File: config.mk
export PLATFORM = sky130hd
export DESIGN_NAME = lwd_watchdog
export DESIGN_NICKNAME = d
export VERILOG_FILES = /design/src/core/lwd_pkg.sv /design/src/core/lwd_watchdog.sv /design/src/core/lwd_lfo_counter.sv
export SDC_FILE = /design/constraint.sdc
export NUM_CORES = 1
export LEC_CHECK = 0
export ABC_AREA = 1
export BUFFER_PORTS_ARGS = -buffer_cell sky130_fd_sc_hd__buf_4
export CAP_MARGIN = 20
export CORE_MARGIN = 2
export CORE_UTILIZATION = 54
export DETAILED_ROUTE_END_ITERATION = 16
export HOLD_SLACK_MARGIN = 0.15
export PLACE_DENSITY = 0.77
export SYNTH_ARGS = -nofsm -noshare
export SYNTH_HDL_FRONTEND = slang
export SYNTH_HIERARCHICAL = 1
export SYNTH_SLANG_ARGS = --single-unit
File: constraint.sdc
create_clock -name SYS_CLK -period 2.05 [get_ports SYS_CLK]
set_input_delay 0.41 -clock SYS_CLK [delete_from_list [all_inputs] [get_ports SYS_CLK]]
set_output_delay 0.41 -clock SYS_CLK [all_outputs]
set_load 0.01 [all_outputs]
File: src/core/lwd_pkg.sv
/*
  Shared constants for the low-frequency watchdog: control register
  address and layout, reset value, command codes and timing counts.
  Assumes an 8-bit special function register bus on the system clock.
*/
`default_nettype none

package lwd_pkg;

  typedef logic [7:0] lwd_byte_t;
  typedef logic [2:0] lwd_iv_t;

  // control register address on the special function register bus
  localparam lwd_byte_t WDCTL_ADDR       = 8'h97;
  localparam lwd_byte_t WDCTL_RESET      = 8'h17;

  // field positions
  localparam int        IV_MSB           = 2;
  localparam int        ACTIVE_BIT       = 4;
  localparam int        CMD_BIT          = 7;

  // reset state of the fields, and the largest interval
  localparam lwd_iv_t   IV_RESET         = 3'h7;
  localparam logic      ACTIVE_RESET     = 1'b1;
  localparam lwd_iv_t   IV_MAX           = 3'h7;

  // command codes written with the top bit set
  localparam lwd_byte_t CMD_RELOAD       = 8'hA5;
  localparam lwd_byte_t CMD_DISABLE_1    = 8'hDE;
  localparam lwd_byte_t CMD_DISABLE_2    = 8'hAD;
  localparam lwd_byte_t CMD_LOCK         = 8'hFF;

  // exponent offset of the interval: ticks = 4 ** (iv + offset)
  localparam int        IV_EXP_OFFSET    = 3;

  // second disable write must follow within this many system clocks
  localparam int        DISABLE_WIN_CLK  = 4;
  localparam logic [2:0] DISABLE_WIN_CNT = 3'(DISABLE_WIN_CLK);

  // length of the reset request pulse, in system clocks
  localparam int        RST_PULSE_CLK    = 4;
  localparam logic [2:0] RST_PULSE_CNT   = 3'(RST_PULSE_CLK);

  typedef enum logic [0:0] {
    LWD_SEQ_IDLE  = 1'b0,
    LWD_SEQ_ARMED = 1'b1
  } lwd_seq_e;

endpackage

`default_nettype wire

File: src/core/lwd_watchdog.sv
/*
  Independent watchdog unit: control register on the special function
  register bus, timed disable sequence, lock, interval select and reset
  request. Assumes LFO_TICK pulses once per oscillator period, in step
  with SYS_CLK, and that the reset controller routes WDT_RESET_REQ to
  the core reset only, never to the external reset pin.
*/
`timescale 1ns/100ps
`default_nettype none

// Summary of operation
// counter overflow while active raises a reset request to the core
// after any reset the unit is active with interval 111b
// writing A5 enables the unit and restarts its timeout
// DE then AD within four system clocks disables; otherwise ignored
// writing FF locks out disabling until the next reset
// writing FF neither enables nor restarts the unit
// timeout is oscillator period times four to the power interval+3
// a write with bit 7 clear loads the interval from bits 2:0
// reads return interval in bits 2:0 and active flag in bit 4
// while active the low-frequency oscillator is forced on
// the watchdog reset leaves the external reset pin untouched
// software writes A5 often enough to avoid an overflow
// software masks interrupts around the two disable writes
// software that always wants the unit writes FF at start
// other codes with bit 7 set change nothing except closing an open disable window

module lwd_watchdog
  import lwd_pkg::*;
#(
  parameter int EXP_OFFSET = lwd_pkg::IV_EXP_OFFSET,
  parameter int CNT_W      = 2 * (int'(lwd_pkg::IV_MAX) + EXP_OFFSET)
) (
  input  wire logic              SYS_CLK,
  input  wire logic              ARST_N,
  input  wire logic              LFO_TICK,
  input  wire lwd_pkg::lwd_byte_t SFR_ADDR,
  input  wire logic              SFR_WR,
  input  wire lwd_pkg::lwd_byte_t SFR_WDATA,
  input  wire logic              SFR_RD,
  output lwd_pkg::lwd_byte_t     SFR_RDATA,
  output logic                   WDT_RESET_REQ,
  output logic                   LFO_FORCE_ON,
  output logic                   WDT_ACTIVE
);

  import lwd_pkg::*;

  logic             active_q;
  logic             lock_q;
  lwd_iv_t          iv_q;
  lwd_seq_e         seq_q;
  logic [2:0]       win_q;
  logic [2:0]       rst_cnt_q;
  logic             rst_req_q;
  logic             force_q;
  lwd_byte_t        rdata_q;

  logic             hit_wr;
  logic             hit_rd;
  logic             wr_reload;
  logic             wr_dis1;
  logic             wr_dis2;
  logic             wr_lock;
  logic             wr_iv;
  logic             dis_ok;
  logic             overflow;
  logic [CNT_W-1:0] limit_m1;

  // ticks minus one for the selected interval; a shift of CNT_W wraps
  // to zero so the subtraction yields the all-ones maximum
  function automatic logic [CNT_W-1:0] lwd_limit(input lwd_iv_t iv);
    logic [CNT_W-1:0] one;
    int               sh;
    one = {{(CNT_W-1){1'b0}}, 1'b1};
    sh  = 2 * (int'(iv) + EXP_OFFSET);
    return (one << sh) - one;
  endfunction

  assign limit_m1 = lwd_limit(iv_q);

  // writes during the reset pulse are dropped: the core is held in reset
  assign hit_wr = SFR_WR && (SFR_ADDR == WDCTL_ADDR) && !rst_req_q;
  assign hit_rd = SFR_RD && (SFR_ADDR == WDCTL_ADDR);

  assign wr_iv     = hit_wr && !SFR_WDATA[CMD_BIT];
  assign wr_reload = hit_wr && (SFR_WDATA == CMD_RELOAD);
  assign wr_dis1   = hit_wr && (SFR_WDATA == CMD_DISABLE_1);
  assign wr_dis2   = hit_wr && (SFR_WDATA == CMD_DISABLE_2);
  assign wr_lock   = hit_wr && (SFR_WDATA == CMD_LOCK);
  // any bit-7 code other than those above matches no decode term R15

  // second write must land while the window is still open
  assign dis_ok = wr_dis2 && (seq_q == LWD_SEQ_ARMED) && (win_q != 3'h0)
                  && !lock_q;

  lwd_lfo_counter #(
    .CNT_W    (CNT_W)
  ) u_counter (
    .clk      (SYS_CLK),
    .arst_n   (ARST_N),
    .tick     (LFO_TICK),
    .clear    (wr_reload || overflow),
    .run      (active_q && !rst_req_q),
    .limit_m1 (limit_m1),
    .overflow (overflow)
  );

  // disable sequence: a first code opens a window of a few clocks
  always_ff @(posedge SYS_CLK or negedge ARST_N)
  begin
    if (!ARST_N)
    begin
      seq_q <= LWD_SEQ_IDLE;
      win_q <= 3'h0;
    end
    else if (overflow || wr_dis2 || (hit_wr && !wr_dis1))
    begin
      // any other write closes the window, so a pair counts only with no other code written between
      seq_q <= LWD_SEQ_IDLE;
      win_q <= 3'h0;
    end
    else if (wr_dis1)
    begin
      seq_q <= LWD_SEQ_ARMED;
      win_q <= DISABLE_WIN_CNT;
    end
    else
    begin
      case (seq_q)
        LWD_SEQ_IDLE:
        begin
          win_q <= 3'h0;
        end
        LWD_SEQ_ARMED:
        begin
          if (win_q <= 3'h1)
          begin
            seq_q <= LWD_SEQ_IDLE;
            win_q <= 3'h0;
          end
          else
          begin
            win_q <= win_q - 3'h1;
          end
        end
        default:
        begin
          seq_q <= LWD_SEQ_IDLE;
          win_q <= 3'h0;
        end
      endcase
    end
  end

  // active flag: the own reset restores the power-on state
  always_ff @(posedge SYS_CLK or negedge ARST_N)
  begin
    if (!ARST_N)
    begin
      active_q <= ACTIVE_RESET;
    end
    else if (overflow)
    begin
      active_q <= ACTIVE_RESET;
    end
    else if (wr_reload)
    begin
      active_q <= 1'b1;
    end
    else if (dis_ok)
    begin
      active_q <= 1'b0;
    end
  end

  // lock is only ever cleared by a reset; the lock code leaves the
  // active flag and counter alone
  always_ff @(posedge SYS_CLK or negedge ARST_N)
  begin
    if (!ARST_N)
    begin
      lock_q <= 1'b0;
    end
    else if (overflow)
    begin
      lock_q <= 1'b0;
    end
    else if (wr_lock)
    begin
      lock_q <= 1'b1;
    end
  end

  always_ff @(posedge SYS_CLK or negedge ARST_N)
  begin
    if (!ARST_N)
    begin
      iv_q <= IV_RESET;
    end
    else if (overflow)
    begin
      iv_q <= IV_RESET;
    end
    else if (wr_iv)
    begin
      iv_q <= SFR_WDATA[IV_MSB:0];
    end
  end

  // reset request pulse; it goes to the core reset, not the pin driver
  always_ff @(posedge SYS_CLK or negedge ARST_N)
  begin
    if (!ARST_N)
    begin
      rst_cnt_q <= 3'h0;
      rst_req_q <= 1'b0;
    end
    else if (overflow)
    begin
      rst_cnt_q <= RST_PULSE_CNT;
      rst_req_q <= 1'b1;
    end
    else if (rst_cnt_q != 3'h0)
    begin
      rst_cnt_q <= rst_cnt_q - 3'h1;
      rst_req_q <= (rst_cnt_q != 3'h1);
    end
    else
    begin
      rst_req_q <= 1'b0;
    end
  end

  // oscillator request follows the active flag one clock later
  always_ff @(posedge SYS_CLK or negedge ARST_N)
  begin
    if (!ARST_N)
    begin
      force_q <= ACTIVE_RESET;
    end
    else
    begin
      force_q <= active_q;
    end
  end

  // read data is valid the clock after the strobe, zero otherwise
  always_ff @(posedge SYS_CLK or negedge ARST_N)
  begin
    if (!ARST_N)
    begin
      rdata_q <= 8'h00;
    end
    else if (hit_rd)
    begin
      rdata_q <= 8'h00;
      rdata_q[IV_MSB:0] <= iv_q;
      rdata_q[ACTIVE_BIT] <= active_q;
    end
    else
    begin
      rdata_q <= 8'h00;
    end
  end

  assign SFR_RDATA     = rdata_q;
  assign WDT_RESET_REQ = rst_req_q;
  assign LFO_FORCE_ON  = force_q;
  assign WDT_ACTIVE    = force_q;

endmodule

`default_nettype wire

File: src/core/lwd_lfo_counter.sv
/*
  Timeout counter of the watchdog, advanced by low-frequency oscillator
  ticks. Assumes the tick is a one-cycle pulse synchronous to the clock.
*/
`timescale 1ns/100ps
`default_nettype none

module lwd_lfo_counter #(
  parameter int CNT_W = 20
) (
  input  wire logic             clk,
  input  wire logic             arst_n,
  input  wire logic             tick,
  input  wire logic             clear,
  input  wire logic             run,
  input  wire logic [CNT_W-1:0] limit_m1,
  output logic                  overflow
);

  logic [CNT_W-1:0] cnt_q;
  logic             ovf_q;

  // compare with >= so a shorter interval written mid-count still trips
  always_ff @(posedge clk or negedge arst_n)
  begin
    if (!arst_n)
    begin
      cnt_q <= '0;
      ovf_q <= 1'b0;
    end
    else
    begin
      ovf_q <= 1'b0;
      if (clear || !run)
      begin
        cnt_q <= '0;
      end
      else if (tick)
      begin
        if (cnt_q >= limit_m1)
        begin
          cnt_q <= '0;
          ovf_q <= 1'b1;
        end
        else
        begin
          cnt_q <= cnt_q + 1'b1;
        end
      end
    end
  end

  assign overflow = ovf_q;

endmodule

`default_nettype wire

==> results of run 1 <==
logic make-up (layout without fill, tap and decap cells):
logic type	count (synthesis)	in the layout	synth area share, %
AND/OR/NAND/NOR	267	267	37.5
adder cells (fa/ha/maj)	28	28	10.5
other	2	9	0.224
buffers and inverters	96	145	12.0
AO/OA/AOI/OAI	54	54	10.1
XOR/XNOR	1	1	0.262
flip-flops	39	39	29.4
state kept, by name (all words and copies together), names as in the netlist:
register	flops
win_q	3
rst_cnt_q	3
lock_q	1
WDT_RESET_REQ	1
LFO_FORCE_ON	1
u_counter/cnt_q	20
u_counter/overflow	1
SFR_RDATA	4
active_q	1
iv_q	3
seq_q	1
cell type report:
| class | instances | area share [%] |
|---|---|---|
| Timing Repair Buffer | 54 | 10.7 |
| Tap cell | 75 | 2.32 |
| Multi-Input combinational cell | 359 | 52.2 |
| Clock inverter | 3 | 1.08 |
| Clock buffer | 5 | 1.70 |
| Sequential cell | 39 | 24.2 |
| Inverter | 83 | 7.75 |
metal layers:
layer  routed length, um  up-vias  part of all wire [%]  track usage, %
met2                4060      116                    49            44.4
met5                   0        -                     0               0
met1                3470     1488                    42            32.7
met4                 208        0                   2.5            9.34
met3                 536       28                   6.5            5.43
li1                    -     1618                     -               -
worst max-delay path, delay by kind of cell, from the launching register on:
family | cells | cell delay (ns)
buffers and inverters | 4 | 0.40
adders and majority gates | 1 | 0.30
DFF | 1 | 0.60
AOI/OAI and AO/OA | 2 | 0.33
and+or+nand+nor | 6 | 0.55
cells in the final DEF (no fill, tap or decap), types with 2 or more instances in the layout:
master | synthesis | final
o21ai_2 | 2 | 2
nand2_1 | 121 | 112
nand3_1 | 27 | 27
nor2_1 | 71 | 67
buf_4 | 5 | 48
buf_6 | 1 | 4
inv_1 | 76 | 73
dfstp_2 | 5 | 5
o21ai_1 | 3 | 3
conb_1 | 2 | 9
inv_2 | 6 | 9
nand2_2 | 8 | 16
o21ai_0 | 7 | 7
dfrtp_1 | 34 | 34
ha_4 | 0 | 3
nand2_4 | 3 | 4
nor2_8 | 2 | 2
nor3_2 | 1 | 3
nand4_1 | 5 | 5
o21bai_1 | 16 | 16
nor3_1 | 6 | 3
nand3_2 | 5 | 5
a21oi_1 | 19 | 19
clkbuf_8 | 1 | 5
nor2_2 | 7 | 9
ha_1 | 28 | 25
nor2_4 | 5 | 7
through the flow:
stage	hold slack [ns]	total power, mW	util [%]	cells
final	0.374	2.16	68.0	618
after global routing	0.390	2.29	68.0	618
after CTS	0.365	2.14	66.9	617
after detailed placement	0.369	1.46	63.3	605
after global placement	0.365	1.44	63.3	605
after floorplan	0.114	1.28	-	494
power by group:
group	switching, mW	internal, mW
clock	0.301	0.363
combinational	0.330	0.242
sequential	0.106	0.821
total	0.738	1.43
repair_timing:
item | 4_1_cts | 5_1_grt
hold buffers | 1 | 0
gates cloned | 1 | 0
resized for setup | 19 | 14
pin swaps | 9 | 12
hold endpoints to repair | 34 | 0
setup buffers | 2 | 1
endpoints found under the setup margin | 21 | 21
worst max path at each step:
stage,from,end,slack (ns),cells after the start
after global routing,iv_q[1],u_counter/cnt_q[0],-0.35,12
after detailed placement,iv_q[1],u_counter/cnt_q[0],-0.22,14
final,iv_q[1],u_counter/cnt_q[0],-0.21,13
after floorplan,iv_q[2],u_counter/cnt_q[2],0.007,13
after CTS,iv_q[2],u_counter/cnt_q[0],-0.18,12
after global placement,iv_q[1],u_counter/cnt_q[17],-0.18,14
==> flow_summary.ini, run 1 <==
[setup_path]
reg2reg_depth = 13
required_ns = 2.27
arrival_ns = 2.49
timing.rr.start = iv_q[1]
rrSetupSlack_ns = -0.21
endpoint_kind = register
path_cells = nand2_2 -> buf_4 -> nor2_1 -> inv_1 -> ha_1 -> nand2_2 -> inv_2 -> nand2_1 -> nand2_1 -> a21oi_2 -> nand4_4 -> buf_6 -> o21bai_1
crit_path_max_incr_delay_ns = 0.60
worst_path_max_delay_cell = dfstp_2
r2r_end = u_counter/cnt_q[0]
cp-start-kind = register
crit_type = reg2reg
worstPathMaxFanout = 5

[floorplan]
start_util_pct = 56.2
die_x_um = 82.7
ios = 32
die-area_mm2 = 0.00684
core-area_mm2 = 0.00596
die_y_um = 82.7
fp-row-count = 28

[drt]
drtIter0Drc = 175
vias_per_cell = 5.26
vias = 3250
drc = 0
firstDrtPassIters = 5
totalWireLength_um = 8270
wl_per_cell_um = 13.4
postRouteAntennaNets = 0

[clocking]
clk_pin_slew_ns = 0.08
h-tree-depth = 2
cts-buffers-inserted = 5
clk_latency_ns = 0.30
cts_tree = done
clockBufferDepth = 2
clock_sinks = 39
root_buffer = clkbuf_8

[synth]
ys_async_sr_fraction_pct = 100
yosysUniqueCellTypes = 42
synthTopCellsByArea = dfrtp_1 25%, nand2_1 14%, ha_1 10%
yosysWarnings = 6
synth_top_area_cell = dfrtp_1
yosysSeqAreaShare_pct = 29.4
syn_area_per_cell_um2 = 6.87
yosys_most_used_dff = dfrtp_1
synth.cell_area_mm2 = 0.00335
synth_edf_count = 0
synthCells = 487
synth_top_cell_area_share_pct = 25.4
ys_ff_latch = 39
ys_top_cells_by_count = 121 x nand2_1, 76 x inv_1, 71 x nor2_1, 34 x dfrtp_1, 28 x ha_1
synthMostInstantiatedCell = nand2_1

[min_path]
whs_path_depth = 3
worstHoldPathType = in2reg
hold_path_end = iv_q[2]
hp-start = SFR_WDATA[2]

[pwr]
power.density_mw_per_mm2 = 534
p_leak_nw = 2.23
irDropWorstVdd_mv = 0.449

[sta]
post-route-period-util_pct = 110
final-hold-violation-count = 0
tns_ns = -3.86
clock.fmax_ghz = 0.442
maxSlewHeadroom_pct = 64.5
worst_slack_ns = -0.214
slew_viol_final = 0
period_needed_ns = 2.26
worst_pin_slew_ns = 0.532
skew_ns = 0.00500
setup_viol = 21
rsz0062_at_grt = true

[global_routing]
grt_max_degree = 40
grt_remaining_overflow = 0
grt_pass1_wl_um = 13600
grt_pass1_vias = 3133
antenna_found_initial = 0
groute.usage.overall_pct = 26.1

[cells_and_area]
drive_above_1_share_pct = 25.2
diodes = 0
syn_to_final_growth_pct = 21.1
multiInputGateArea_mm2 = 0.00211
stdcell_area_mm2 = 0.00405
num-fill-cells = 505
fin_nets = 591
seq_area_um2 = 982

[place]
hpwl_um = 6140
place_ws_ns = -0.216
port_buffers = 27
place_area_mm2 = 0.00377
gp_congestion = 0.897

[status]
status = finished, violations left
failed_checks = negative setup slack

[job]
drv_cap = 0
(Power assumes the default switching activity.)
==> run 2, diff against run 1 <==
--- a/config.mk
+++ b/config.mk
@@ -5,14 +5,14 @@
 export SDC_FILE = /design/constraint.sdc
 export NUM_CORES = 1
 export LEC_CHECK = 0
-export ABC_AREA = 1
 export BUFFER_PORTS_ARGS = -buffer_cell sky130_fd_sc_hd__buf_4
 export CAP_MARGIN = 20
 export CORE_MARGIN = 2
-export CORE_UTILIZATION = 54
+export CORE_UTILIZATION = 53
+export CTS_CLUSTER_DIAMETER = 50
 export DETAILED_ROUTE_END_ITERATION = 16
 export HOLD_SLACK_MARGIN = 0.15
-export PLACE_DENSITY = 0.77
+export PLACE_DENSITY = 0.76
 export SYNTH_ARGS = -nofsm -noshare
 export SYNTH_HDL_FRONTEND = slang
 export SYNTH_HIERARCHICAL = 1
==> flow_summary.ini, run 2 <==
[synth]
yosysWarnings = 6
synth_top_family_by_area = simple AND/OR/NAND/NOR gates
synth-simple-area-share_pct = 27.4
synth_top_area_cell = dfrtp_1
synthCells = 316
synthMostInstantiatedCell = dfrtp_1
synth.cell_area_mm2 = 0.00281
synth_compound_area_share_pct = 16.7
yosysSeqAreaShare_pct = 34.9
ys_top_cells_by_count = 34 x dfrtp_1, 33 x inv_1, 29 x nand2_1, 28 x ha_1, 18 x nor2_1
synthTopCellsByArea = dfrtp_1 30%, ha_1 12%, dfstp_2 4.7%
ys_ff_latch = 39
ys_async_sr_fraction_pct = 100
synthMuxAreaShare_pct = 0
synthAdderAreaFrac_pct = 12.5
yosysUniqueCellTypes = 63
synth_top_cell_area_share_pct = 30.2
synth_edf_count = 0
yosys_most_used_dff = dfrtp_1
synthXorXnorAreaFrac_pct = 0.934
syn_area_per_cell_um2 = 8.90

[clocking]
clk_latency_ns = 0.30
clockBufferDepth = 2
root_buffer = clkbuf_8
h-tree-depth = 2
cts-buffers-inserted = 5
cts_tree = done
clk_pin_slew_ns = 0.08
clock_sinks = 39

[global_routing]
grt_pass1_wl_um = 11000
grt_max_degree = 40
grt_remaining_overflow = 0
antenna_found_initial = 0
grt_pass1_vias = 2418
groute.usage.overall_pct = 23.2

[sta]
clock.fmax_ghz = 0.340
tns_ns = -17.20
final-hold-violation-count = 0
slew_viol_final = 0
worst_slack_ns = -0.891
setup_viol = 21
period_needed_ns = 2.94
hold-worst-slack_ns = 0.309
post-route-period-util_pct = 143
rsz0062_at_grt = true
skew_ns = 0.00649
maxSlewHeadroom_pct = 32.5
worst_pin_slew_ns = 1.01

[cells_and_area]
largest_reg_flops = 20
regMostFlops = u_counter/cnt_q
diodes = 0
drive_above_1_share_pct = 36.9
layout_common_cells = 76 x buf_4, 34 x dfrtp_1, 32 x inv_1
stdcell_count = 468
layout_commonest_cell = buf_4
syn_to_final_growth_pct = 38.4
num-fill-cells = 330
fin_nets = 446

[setup_path]
reg2reg_depth = 13
crit_type = reg2reg
arrival_ns = 3.13
path_buf_inv = 4
r2r_end = u_counter/cnt_q[10]
required_ns = 2.24
crit_family = simple AND/OR/NAND/NOR gates
worst_path_max_delay_cell = dfstp_2
worstPathMaxFanout = 12
rrSetupSlack_ns = -0.89
timing.rr.start = iv_q[1]
path_cells = nand2_4 -> buf_4 -> nor2_1 -> inv_1 -> ha_1 -> nand4_1 -> nor3_2 -> nand4_1 -> buf_6 -> o2111ai_4 -> buf_12 -> nor3_2 -> o22a_1
endpoint_kind = register
crit_path_max_incr_delay_ns = 0.62
cp-start-kind = register

[floorplan]
core-area_mm2 = 0.00511
die_y_um = 76.9
ios = 32
die-area_mm2 = 0.00591
fp-row-count = 26
start_util_pct = 55.1
die_x_um = 76.9

[drt]
postRouteAntennaNets = 0
totalWireLength_um = 7830
wl_per_cell_um = 16.7
firstDrtPassIters = 4
drtIter0Drc = 144
vias = 2727
vias_per_cell = 5.83
drc = 0

[min_path]
whs_path_depth = 2
hp-start = SFR_WDATA[3]
hold_path_end = seq_q
worstHoldPathType = in2reg

[place]
hpwl_um = 4750
gp_congestion = 0.823
port_buffers = 27
dp.cells = 448
place_ws_ns = -0.693

[job]
drv_cap = 0

[status]
status = finished, violations left
failed_checks = negative setup slack

[pwr]
p_leak_nw = 1.86
irDropWorstVdd_mv = 0.658
power.density_mw_per_mm2 = 513
run 2: cell count changes after synthesis, moves of 9 or more:
| cell | change |
|---|---|
| or3_1 | +9 |
| o21bai_1 | -14 |
| nand2_1 | -92 |
| and2_1 | +9 |
| nand3_1 | -16 |
| inv_1 | -43 |
| nor2_1 | -53 |
run 2: worst max-delay path by stage:
stage,slack (ns),end,depth (start not counted),startpoint
final,-0.89,u_counter/cnt_q[10],13,iv_q[1]
after global routing,-1.00,u_counter/cnt_q[16],13,iv_q[1]
after CTS,-0.65,u_counter/cnt_q[19],11,iv_q[1]
after detailed placement,-0.69,u_counter/cnt_q[19],10,iv_q[2]
after global placement,-0.56,u_counter/cnt_q[19],10,iv_q[2]
after floorplan,-0.57,u_counter/cnt_q[19],12,iv_q[1]
run 2: where the power goes:
part / leakage [nW] / internal [mW] / switching (mW)
clock: 0.0644 / 0.485 / 0.293
sequential: 0.517 / 0.815 / 0.0351
combinational: 1.28 / 0.182 / 0.186
run 2: timing repair:
| action | 4_1_cts | 5_1_grt |
|---|---|---|
| setup buffers | 1 | 7 |
| setup endpoints to repair | 21 | 21 |
| hold buffers | 1 | 0 |
| pin swaps | 7 | 8 |
| gates cloned | 0 | 3 |
| endpoints found under the hold margin | 34 | 0 |
| resized for setup | 14 | 21 |
run 2: worst reg2reg max path, delay by kind of cell (launching register included):
| kind | cells | cell delay, ns |
|---|---|---|
| AOI/OAI and AO/OA | 2 | 0.49 |
| buffers and inverters | 4 | 0.57 |
| DFF | 1 | 0.62 |
| adders and majority gates | 1 | 0.32 |
| and+or+nand+nor | 6 | 0.82 |
run 2: cells by family after synthesis:
kind of cell	Yosys count
AOI/OAI and AO/OA	63
xor gates and xnor gates	3
adders and majority gates	28
buffers and inverters	49
DFF	39
other	2
and+or+nand+nor	132
run 2: cell type report:
cell class	instances	area (um^2)	area share, %
multi-input cells	236	1900	48.9
flip-flops and latches	39	982	25.2
repair buffers	82	659	16.9
inverters	33	124	3.18
well taps	70	87.6	2.25
clock buffers	5	68.8	1.77
clock inverters	3	67.6	1.74
run 2: stage by stage:
step / instance area (um^2) / util (%) / power [mW]
CTS: 3670 / 71.8 / 1.97
floorplan: 2930 / - / 1.06
global route: 3890 / 76.2 / 2.10
global placement: 3450 / 67.5 / 1.17
detailed placement: 3450 / 67.5 / 1.19
finish: 3890 / 76.2 / 2.00
run 2: layer usage:
metal | wire, um | vias up | track usage, %
met5 | 0 | - | 0
met4 | 318 | 0 | 7.45
met3 | 392 | 33 | 2.94
met2 | 4030 | 105 | 40.8
met1 | 3090 | 1321 | 29.5
li1 | - | 1268 | -
==> run 3, diff against run 2 <==
--- a/config.mk
+++ b/config.mk
@@ -5,7 +5,7 @@
 export SDC_FILE = /design/constraint.sdc
 export NUM_CORES = 1
 export LEC_CHECK = 0
-export BUFFER_PORTS_ARGS = -buffer_cell sky130_fd_sc_hd__buf_4
+export BUFFER_PORTS_ARGS = -buffer_cell sky130_fd_sc_hd__buf_2
 export CAP_MARGIN = 20
 export CORE_MARGIN = 2
 export CORE_UTILIZATION = 53
==> flow_summary.ini, run 3 (synthesized netlist as in run 2, its figures left out) <==
[clocking]
cts_hold_buf = 0
h-tree-depth = 2
clockBufferDepth = 2
cts_tree = done
clk_latency_ns = 0.30
clk_pin_slew_ns = 0.08
cts-buffers-inserted = 5
root_buffer = clkbuf_8
clock_sinks = 39

[sta]
skew_ns = 0.00786
setup_viol = 21
post-route-period-util_pct = 137
tns_ns = -14.38
clock.fmax_ghz = 0.357
hold-worst-slack_ns = 0.150
period_needed_ns = 2.80
worst_pin_slew_ns = 0.888
worst_slack_ns = -0.755
final-hold-violation-count = 0
slew_viol_final = 0
rsz0062_at_grt = true
maxSlewHeadroom_pct = 40.6

[pwr]
p_total_mw = 1.87
switching_share_pct = 26.7
clkPwrFrac_pct = 36.4
power.density_mw_per_mm2 = 500
p_leak_nw = 1.85
p_switching_uw = 499
internal-power_mw = 1.37
combPwrFrac_pct = 18.1
irDropWorstVdd_mv = 0.607
pwr-share-seq_pct = 45.5

[global_routing]
groute.usage.overall_pct = 23.9
grt_pass1_vias = 2658
grt_remaining_overflow = 0
antenna_found_initial = 0
grt_pass1_wl_um = 11400
grt_max_degree = 40

[status]
failed_checks = negative setup slack
status = finished, violations left

[drt]
firstDrtPassIters = 4
totalWireLength_um = 7160
drtIter0Drc = 188
postRouteAntennaNets = 0
vias_per_cell = 5.49
wl_per_cell_um = 15.3
vias = 2574
drc = 0

[setup_path]
crit_cells = 12
reg2reg_depth = 12
worstPathMaxFanout = 24
cp-start-kind = register
required_ns = 2.25
path_cells = buf_6 -> o21a_1 -> and2_4 -> inv_2 -> ha_4 -> nand4_1 -> nor3_4 -> nand4_1 -> o2111ai_2 -> buf_12 -> o21ai_1 -> a21o_1
crit_path_max_incr_delay_ns = 0.61
path_buf_inv = 3
path_common_cell = nand4_1
arrival_ns = 3.00
crit_family = compound AO/OA/AOI/OAI gates
endpoint_kind = register
worst_path_max_delay_cell = dfstp_2
crit_type = reg2reg

[place]
place_ws_ns = -0.634
dp.cells = 455
place_area_mm2 = 0.00343
hpwl_um = 4930
gp_congestion = 0.855
port_buffers = 27

[cells_and_area]
fin_util_pct = 73.0
drive_above_1_share_pct = 35.1
fin_nets = 447
layout_commonest_cell = buf_4
stdcell_area_mm2 = 0.00373
syn_to_final_growth_pct = 32.5
layout_common_cells = 53 x buf_4, 34 x dfrtp_1, 32 x inv_1
largest_reg_flops = 20
diodes = 0
regMostFlops = u_counter/cnt_q
stdcell_count = 469

[floorplan]
start_util_pct = 55.1
fp-row-count = 26
ios = 32
die-area_mm2 = 0.00591
die_x_um = 76.9
core-area_mm2 = 0.00511
die_y_um = 76.9

[job]
drv_cap = 0

[min_path]
worstHoldPathType = in2async
## run 3: changes by cell type in the layout (fill, tap and decap cells not counted), moves of 2 or more
cell / change
a21oi_1: +2
buf_2: +27
buf_4: -23
a21oi_2: -2
o311ai_1: +2
o311ai_2: -2
## run 3: final timing paths
| kind | startpoint | endpoint | slack, ns |
|---|---|---|---|
| hold reg to reg | active_q | LFO_FORCE_ON | 0.39 |
| setup / recovery | iv_q[1] | u_counter/cnt_q[18] | -0.75 |
| setup reg to reg | iv_q[1] | u_counter/cnt_q[18] | -0.75 |
| max in group asynchronous | ARST_N | LFO_FORCE_ON | 1.53 |
| min in group SYS_CLK | active_q | LFO_FORCE_ON | 0.39 |
| hold / removal | ARST_N | u_counter/cnt_q[16] | 0.15 |
## run 3: metal layers
layer	GRT usage [%]	vias to the layer above	wire, um
met3	3.41	17	364
li1	-	1264	-
met1	28.2	1226	2900
met4	11.1	0	234
met2	42.5	67	3660
met5	0	-	0
## run 3: repair_timing
action,in CTS,in global routing
setup endpoints to repair,21,21
buffers inserted,4,2
gates resized for setup,7,17
pin swaps,3,5
## run 3: power groups by stage
stage,clock network (mW),logic (mW),registers (mW)
final,0.680,0.337,0.848
after global routing,0.721,0.382,0.855
after CTS,0.683,0.328,0.847
after floorplan,0,0.197,0.859
after global placement,0,0.302,0.861
after detailed placement,0,0.322,0.862
## run 3: worst reg2reg max path: stages (launching register included)
cell and delay [ns]:
dfstp_2 0.61, buf_6 0.13, o21a_1 0.19, and2_4 0.17
inv_2 0.04, ha_4 0.25, nand4_1 0.15, nor3_4 0.18
nand4_1 0.20, o2111ai_2 0.29, buf_12 0.22, o21ai_1 0.09
a21o_1 0.19
## run 3: cell type report
| class | count | area, um^2 |
|---|---|---|
| inverters | 33 | 124 |
| clock buffers | 6 | 82.6 |
| clock inverters | 2 | 35.0 |
| well taps | 70 | 87.6 |
| flip-flops and latches | 39 | 982 |
| repair buffers | 84 | 587 |
| fillers | 380 | 1380 |
| multi-input cells | 235 | 1830 |
